===== src/verilog/swt_pkg.sv =====
// Package of constants shared by the wake timer block
package swt_pkg;
   localparam int SWT_COUNT_W = 41;
   localparam int SWT_NUM_TIMERS = 2;
   // Value reloaded when a running count passes zero
   localparam logic [40:0] SWT_ROLLOVER = 41'h01FFFFFFFFF;
   localparam logic [40:0] SWT_ZERO = 41'h00000000000;
   localparam logic [40:0] SWT_ONE = 41'h00000000001;
   localparam int SWT_LP_CLK_HZ = 32000;
   localparam int SWT_REF_CLK_HZ = 125000000;
   // Reference cycles per low-power tick, rounded down
   localparam int SWT_TICK_CYCLES = SWT_REF_CLK_HZ / SWT_LP_CLK_HZ;
   localparam int SWT_FIRST_BIT = 0;
   localparam int SWT_SECOND_BIT = 1;
   typedef enum logic [0:0] {
      SWT_IDLE = 1'b0,
      SWT_RUN  = 1'b1
   } swt_state_e;
endpackage


===== src/verilog/swt_channel.sv =====
// One wake countdown channel: load, stop, decrement, rollover
`timescale 1ns/1ps
module swt_channel
   import swt_pkg::*;
#(
   parameter int COUNT_W = SWT_COUNT_W
) (
   input wire logic ref_clk_i,
   input wire logic arst_n_i,
   input wire logic tick_i,
   input wire logic start_i,
   input wire logic stop_i,
   input wire logic irq_en_write_i,
   input wire logic irq_en_value_i,
   input wire logic [COUNT_W-1:0] load_count_i,
   output logic [COUNT_W-1:0] count_o,
   output logic active_o,
   output logic expire_o,
   output logic irq_en_stored_o,
   output logic irq_en_armed_o
);
   swt_state_e state_reg;
   logic [COUNT_W-1:0] count_reg;
   logic expire_reg;
   logic stored_reg;
   logic armed_reg;
   logic halt;

   // Stop command or an enable write both halt the countdown
   assign halt = stop_i | irq_en_write_i;

   // Run state; stays running through rollover
   always_ff @(posedge ref_clk_i or negedge arst_n_i) begin
      if (!arst_n_i) begin
         state_reg <= SWT_IDLE;
      end else if (start_i) begin
         state_reg <= SWT_RUN;
      end else if (halt) begin
         state_reg <= SWT_IDLE;
      end
   end

   // Counter: load, decrement per tick, reload SWT_ROLLOVER (low 37 bits set) after zero
   always_ff @(posedge ref_clk_i or negedge arst_n_i) begin
      if (!arst_n_i) begin
         count_reg <= SWT_ZERO;
      end else if (start_i) begin
         count_reg <= load_count_i;
      end else if (state_reg == SWT_RUN && !halt && tick_i) begin
         if (count_reg == SWT_ZERO) begin
            count_reg <= SWT_ROLLOVER;
         end else begin
            count_reg <= count_reg - SWT_ONE;
         end
      end
   end

   // One-cycle expiry pulse when a running count passes zero
   always_ff @(posedge ref_clk_i or negedge arst_n_i) begin
      if (!arst_n_i) begin
         expire_reg <= 1'b0;
      end else begin
         expire_reg <= state_reg == SWT_RUN && !halt && !start_i &&
                       tick_i && count_reg == SWT_ZERO;
      end
   end

   // Stored enable only changes on a write; stop leaves it alone
   always_ff @(posedge ref_clk_i or negedge arst_n_i) begin
      if (!arst_n_i) begin
         stored_reg <= 1'b0;
      end else if (irq_en_write_i) begin
         stored_reg <= irq_en_value_i;
      end
   end

   // Armed copy latched at start so later writes do not alter the armed enable
   always_ff @(posedge ref_clk_i or negedge arst_n_i) begin
      if (!arst_n_i) begin
         armed_reg <= 1'b0;
      end else if (start_i) begin
         armed_reg <= stored_reg;
      end
   end

   assign count_o = count_reg;
   assign active_o = state_reg == SWT_RUN;
   assign expire_o = expire_reg;
   assign irq_en_stored_o = stored_reg;
   assign irq_en_armed_o = armed_reg;
endmodule


===== src/verilog/swt_top.sv =====
// Two wake countdown timers with status maps and wake output
`timescale 1ns/1ps
module swt_top
   import swt_pkg::*;
#(
   parameter int COUNT_W = SWT_COUNT_W,
   parameter int TICK_CYCLES = SWT_TICK_CYCLES
) (
   input wire logic ref_clk_i,
   input wire logic arst_n_i,
   input wire logic lp_clk_i,
   input wire logic lp_src_sel_i,
   input wire logic sleep_i,
   input wire logic timer_select_i,
   input wire logic start_i,
   input wire logic stop_i,
   input wire logic irq_en_write_i,
   input wire logic expiry_irq_enable_i,
   input wire logic [COUNT_W-1:0] load_count_i,
   input wire logic fired_read_i,
   output logic [COUNT_W-1:0] count_o,
   output logic [SWT_NUM_TIMERS-1:0] active_o,
   output logic [SWT_NUM_TIMERS-1:0] fired_o,
   output logic [SWT_NUM_TIMERS-1:0] expiry_irq_o,
   output logic wake_o,
   output logic lp_src_sel_o
);
   // Divider width and end points for the fallback tick; the default
   // period rounds down, so the divider runs a little fast
   localparam int TICK_W = $clog2(TICK_CYCLES + 1);
   localparam logic [TICK_W-1:0] TICK_LAST = TICK_W'(TICK_CYCLES - 1);
   localparam logic [TICK_W-1:0] TICK_ZERO = '0;
   localparam logic [TICK_W-1:0] TICK_STEP = TICK_W'(1);

   // Tick path: pin synchroniser, edge history and fallback divider
   logic lp_meta_reg;
   logic lp_sync_reg;
   logic lp_prev_reg;
   logic lp_seen_reg;
   logic lp_rise;
   logic [TICK_W-1:0] div_reg;
   logic div_tick;
   logic tick;
   logic src_reg;

   // Per-timer command strobes, status and results
   logic [SWT_NUM_TIMERS-1:0] sel_vec;
   logic [SWT_NUM_TIMERS-1:0] fired_reg;
   logic [SWT_NUM_TIMERS-1:0] expire;
   logic [SWT_NUM_TIMERS-1:0] armed;
   logic [SWT_NUM_TIMERS-1:0] armed_expire;
   logic [SWT_NUM_TIMERS-1:0] active;
   logic [COUNT_W-1:0] cnt [SWT_NUM_TIMERS];
   logic [COUNT_W-1:0] count_reg;
   logic [SWT_NUM_TIMERS-1:0] irq_reg;
   logic wake_reg;

   // Address decode of the one-bit timer identity; a function, so a wider
   // identity would change here and also in the timer_select_i port width and SWT_NUM_TIMERS
   function automatic logic [SWT_NUM_TIMERS-1:0] sel_map(input logic s);
      sel_map = s ? (2'h1 << SWT_SECOND_BIT) : (2'h1 << SWT_FIRST_BIT);
   endfunction

   // One-hot strobe mask for the addressed timer
   assign sel_vec = sel_map(timer_select_i);

   // Low-power clock pin crosses two flops before use; only the second
   // feeds logic, so a metastable first sample never reaches a count
   always_ff @(posedge ref_clk_i or negedge arst_n_i) begin
      if (!arst_n_i) begin
         lp_meta_reg <= 1'b0;
         lp_sync_reg <= 1'b0;
      end else begin
         lp_meta_reg <= lp_clk_i;
         lp_sync_reg <= lp_meta_reg;
      end
   end

   // Edge history of the synced pin level; reset low like the sync flops
   // so a pin held low gives no false edge after reset
   always_ff @(posedge ref_clk_i or negedge arst_n_i) begin
      if (!arst_n_i) begin
         lp_prev_reg <= 1'b0;
      end else begin
         lp_prev_reg <= lp_sync_reg;
      end
   end

   // Rising edge of the synced pin, two reference cycles after the pin
   assign lp_rise = lp_sync_reg & ~lp_prev_reg;

   // Seen flag: once the pin toggles, edges drive the tick; a board with
   // the pin tied low keeps running from the divider
   always_ff @(posedge ref_clk_i or negedge arst_n_i) begin
      if (!arst_n_i) begin
         lp_seen_reg <= 1'b0;
      end else if (lp_rise) begin
         lp_seen_reg <= 1'b1;
      end
   end

   // Fallback divider when no pin clock runs; pin edges take priority
   always_ff @(posedge ref_clk_i or negedge arst_n_i) begin
      if (!arst_n_i) begin
         div_reg <= TICK_ZERO;
      end else if (div_tick) begin
         div_reg <= TICK_ZERO;
      end else begin
         div_reg <= div_reg + TICK_STEP;
      end
   end

   // Divider wrap, one nominal low-power period of reference cycles
   assign div_tick = div_reg == TICK_LAST;

   // Tick source: pin edges once the pin has toggled, else the divider.
   // The switch is one-way until reset: a pin that stalls after its first
   // edge stops both timers rather than falling back to the divider.
   assign tick = lp_seen_reg ? lp_rise : div_tick;

   // Source selection held here; only reset clears it, not sleep.
   // Captured only while awake, so the select input may float while
   // the device sleeps without moving the clock source
   always_ff @(posedge ref_clk_i or negedge arst_n_i) begin
      if (!arst_n_i) begin
         src_reg <= 1'b0;
      end else if (!sleep_i) begin
         src_reg <= lp_src_sel_i;
      end
   end

   // Two independent channels on one shared tick; strobes reach only
   // the addressed channel, the enable value goes to both
   for (genvar g = 0; g < SWT_NUM_TIMERS; g++) begin : g_ch
      swt_channel #(
         .COUNT_W(COUNT_W)
      ) u_ch (
         .ref_clk_i(ref_clk_i),
         .arst_n_i(arst_n_i),
         .tick_i(tick),
         .start_i(start_i & sel_vec[g]),
         .stop_i(stop_i & sel_vec[g]),
         .irq_en_write_i(irq_en_write_i & sel_vec[g]),
         .irq_en_value_i(expiry_irq_enable_i),
         .load_count_i(load_count_i),
         .count_o(cnt[g]),
         .active_o(active[g]),
         .expire_o(expire[g]),
         .irq_en_stored_o(),
         .irq_en_armed_o(armed[g])
      );
   end

   // Fired bits: a read clears them, a same-cycle expiry wins so that
   // no firing is lost between a read and the next
   always_ff @(posedge ref_clk_i or negedge arst_n_i) begin
      if (!arst_n_i) begin
         fired_reg <= '0;
      end else if (fired_read_i) begin
         fired_reg <= expire;
      end else begin
         fired_reg <= fired_reg | expire;
      end
   end

   // Live count of the selected timer, read without side effects; the
   // flop adds one cycle of lag, far below one low-power period
   always_ff @(posedge ref_clk_i or negedge arst_n_i) begin
      if (!arst_n_i) begin
         count_reg <= SWT_ZERO;
      end else begin
         count_reg <= cnt[timer_select_i];
      end
   end

   // Expiries that were armed at start; only these interrupt or wake
   assign armed_expire = expire & armed;

   // Interrupt pulses use the enable armed at start, one cycle each;
   // a write after start halts that timer; its value is armed only at the next start
   always_ff @(posedge ref_clk_i or negedge arst_n_i) begin
      if (!arst_n_i) begin
         irq_reg <= '0;
      end else begin
         irq_reg <= armed_expire;
      end
   end

   // Wake pulse only for an armed expiry while asleep; an awake
   // expiry still raises its interrupt but never wakes
   always_ff @(posedge ref_clk_i or negedge arst_n_i) begin
      if (!arst_n_i) begin
         wake_reg <= 1'b0;
      end else begin
         wake_reg <= sleep_i & |armed_expire;
      end
   end

   // Outputs straight from flops or run state
   assign count_o = count_reg;
   assign active_o = active;
   assign fired_o = fired_reg;
   assign expiry_irq_o = irq_reg;
   assign wake_o = wake_reg;
   assign lp_src_sel_o = src_reg;
endmodule


===== config.mk =====
export PLATFORM = sky130hd
export DESIGN_NAME = swt_top
export DESIGN_NICKNAME = d
export VERILOG_FILES = /design/src/verilog/swt_pkg.sv /design/src/verilog/swt_channel.sv /design/src/verilog/swt_top.sv
export SDC_FILE = /design/constraint.sdc
export NUM_CORES = 1
export LEC_CHECK = 0
export ABC_AREA = 1
export BUFFER_PORTS_ARGS = -buffer_cell sky130_fd_sc_hd__buf_2
export CORE_MARGIN = 2
export CORE_UTILIZATION = 45
export CTS_CLUSTER_DIAMETER = 30
export CTS_CLUSTER_SIZE = 30
export DETAILED_ROUTE_END_ITERATION = 10
export GPL_TIMING_DRIVEN = 0
export PLACE_DENSITY_LB_ADDON = 0.2
export SLEW_MARGIN = 10
export SYNTH_ARGS = -nofsm -noshare
export SYNTH_HDL_FRONTEND = slang
export SYNTH_SLANG_ARGS = --single-unit

===== constraint.sdc =====
create_clock -name ref_clk_i -period 3.12 [get_ports ref_clk_i]
set_clock_uncertainty 0.05 [all_clocks]
set_input_delay 0.156 -clock ref_clk_i [delete_from_list [all_inputs] [get_ports ref_clk_i]]
set_output_delay 0.156 -clock ref_clk_i [all_outputs]
set_load 0.1 [all_outputs]

==> run summary <==
Least-Margin Pin Slew = 779 ps
Hold Fails Final Rpt = 0
CTS tree = built
Via density = 5.26
Cell Area, Synth = 0.00936 mm²
CTS Sinks = 153
vias in the first global route = 8899
total power = 8.37 mW
crit start category = flop
H-tree depth = 4
Clock Path Buffers = 2
Ant. Diodes = 0
Avg Inst Size Synth = 6.57 µm²
Setup Buffers After CTS = 0
Synth area leader = dfrtp_1
CP required = 3440 ps
Total Die Area = 0.0220 mm²
Slew HR = 0.477
core area = 0.0203 mm²
Routed Antenna Nets = 0
hold_buf cts = 10
GP Congestion = 0.964
ys flop type = dfrtp_1
RSZ-0062 raised after global routing = false
gr ovfl total = 0
routed wire length = 32400 µm
area share of the largest cell type after synthesis = 0.409
Worst Path Max Fanout = 5
Slowest Stage Delay on Critical Path = 400 ps
WS Path Type = reg -> reg
worst-skew pair later-pin latency = 440 ps
Peak VDD IR = 0.554 mV
Synth Instances = 1426
fin util = 0.540
Slew Limit Fails = 0
IO buf count = 100
die width = 148 µm
DR iter-0 viols = 851
Post-Syn Nets = 1482
Total GRT Usage = 0.302
Gates resized, CTS repair = 0
Distinct cells, synth = 38
static leakage = 5.75 nW
P per Cell Area = 764 mW/mm²
Post-synth ARST share = 1.00
register area share after synthesis = 0.409
io pins = 101
HP Class = in -> reg
Worst path slowest cell = dfrtp_1
Fill cells = 2066
average routed wire per standard cell = 17.6 µm
multi-input logic area = 0.00480 mm²
row count = 52
top cells by area, synth = dfrtp_1 (41%), nand2_1 (22%), nor2_1 (11%)
die height = 148 µm
initial antenna violation count = 0
EDFF count, synth = 0
DR pass1 iterations = 8
endpoint type of the worst setup path = flop
Finish-stage setup viols = 0
CP Cell Sequence = inv_1 -> ha_1 -> nand2_1 -> nor2_1 -> nand3_1 -> nor2_1 -> nand3_1 -> nand2_1 -> nor2_1 -> nor2_1
dpl hpwl = 24900 µm
Initial Utilization = 0.461
Fmax = 0.420 GHz
synthesis-to-finish area growth = 17.0%
Remaining DRCs = 0
flops & latches, synth = 153
number of buffers created by CTS = 17
root buffer cell = clkbuf_16
max cap viols = 0
DP Worst Slack = 832 ps
share of cells above drive strength 1 = 0.121
final worst setup slack = 741 ps
Final Cycle Share = 0.762
total number of vias = 9680
Worst-path clk slew = 70 ps
Crit path top cell by count = nor2_1
min Tclk post-route = 2380 ps
outcome = completed
CP Buf/Inv Count = 1
max FFs per register = 82
cell family with most CP delay = simple AND/OR/NAND/NOR gates
first-pass GRT wire length = 49700 µm
flip-flop and latch area = 0.00383 mm²
largest net degree at the start of global routing = 90
synth warn = 0
Worst EP arrival = 2700 ps
Final Net Count = 1612
report_power, final:
| group | total [mW] | switching (mW) | internal, mW |
|---|---|---|---|
| combinational | 3.29 | 2.51 | 0.779 |
| clock | 2.20 | 0.893 | 1.31 |
| sequential | 2.88 | 0.480 | 2.40 |
| total | 8.37 | 3.88 | 4.49 |
layout make-up:
type	instances	area share
multi-input combinational	1097	0.438
sequential	153	0.349
timing repair buffer	111	0.0582
inverter	135	0.0462
clock buffer	19	0.0413
tap	270	0.0308
buffer	41	0.0209
clock inverter	13	0.0152
Yosys cell counts (2+ instances only):
| master | n |
|---|---|
| nand2_1 | 550 |
| nor2_1 | 271 |
| dfrtp_1 | 153 |
| inv_1 | 126 |
| o21ai_0 | 87 |
| nand3_1 | 56 |
| xor2_1 | 31 |
| nand4_1 | 21 |
| buf_2 | 15 |
| clkbuf_1 | 15 |
| nor3_1 | 14 |
| a21oi_1 | 9 |
| inv_2 | 9 |
| o21bai_1 | 8 |
| nor2_2 | 7 |
| buf_6 | 6 |
| xnor2_1 | 6 |
| nand2_2 | 5 |
| o21ai_1 | 5 |
| ha_1 | 4 |
| and2_1 | 3 |
| buf_4 | 3 |
| nor2_4 | 3 |
| a21boi_0 | 2 |
| buf_1 | 2 |
| nand3_2 | 2 |
| nor4_1 | 2 |
cell usage in the layout (no fill, tap or decap), types with 9 or more instances in the layout:
| master | n |
|---|---|
| nand2_1 | 550 |
| nor2_1 | 271 |
| dfrtp_1 | 153 |
| inv_1 | 126 |
| buf_2 | 114 |
| o21ai_0 | 87 |
| nand3_1 | 56 |
| xor2_1 | 31 |
| nand4_1 | 21 |
| clkbuf_16 | 17 |
| clkbuf_1 | 15 |
| nor3_1 | 14 |
| dlygate4sd3_1 | 10 |
| inv_2 | 9 |
| a21oi_1 | 9 |
routing by layer:
layer / global-route usage / share of wire / vias to the layer above / wire (µm)
li1: - / - / 4659 / -
met1: 0.427 / 0.44 / 4500 / 14200
met2: 0.464 / 0.44 / 455 / 14200
met3: 0.0521 / 0.086 / 66 / 2780
met4: 0.119 / 0.034 / 0 / 1100
met5: 0 / 0 / - / 0
path summary, 6_finish.rpt:
check,from,endpoint,slack [ps],cells past startpoint
worst max register to register,g_ch[1].u_ch.count_o[0],g_ch[1].u_ch.count_o[0],740,10
worst min register to register,lp_meta_reg,lp_sync_reg,300,0
worst max-delay path,g_ch[1].u_ch.count_o[0],g_ch[1].u_ch.count_o[0],740,10
max in group asynchronous,arst_n_i,g_ch[0].u_ch.count_o[14],1980,3
worst min-delay path,stop_i,g_ch[1].u_ch.active_o,10,4
min in group asynchronous,arst_n_i,div_reg[8],200,2
cells by family after synthesis:
kind of cell | synth area share
adders and majority gates | 0.00535
xor gates and xnor gates | 0.0346
and+or+nand+nor | 0.405
muxes | 0.00120
AOI/OAI and AO/OA | 0.0662
buffers and inverters | 0.0786
DFF | 0.409
stage by stage:
stage               hold WS, ps  cell area, µm²  instances  TNS [ps]
floorplan                  -190            9360       1426         0
global placement            214           10200       1796    -80930
detailed placement         98.4           10200       1797         0
CTS                        1.46           11000       1839         0
global route               51.4           11000       1839         0
finish                     14.8           11000       1839         0
worst min-delay path: stages:
cell and delay (ps):
buf_2 90, a21oi_1 90, nand2_1 80, nand2_1 50
No activity file was read; power rests on OpenSTA's default activity.
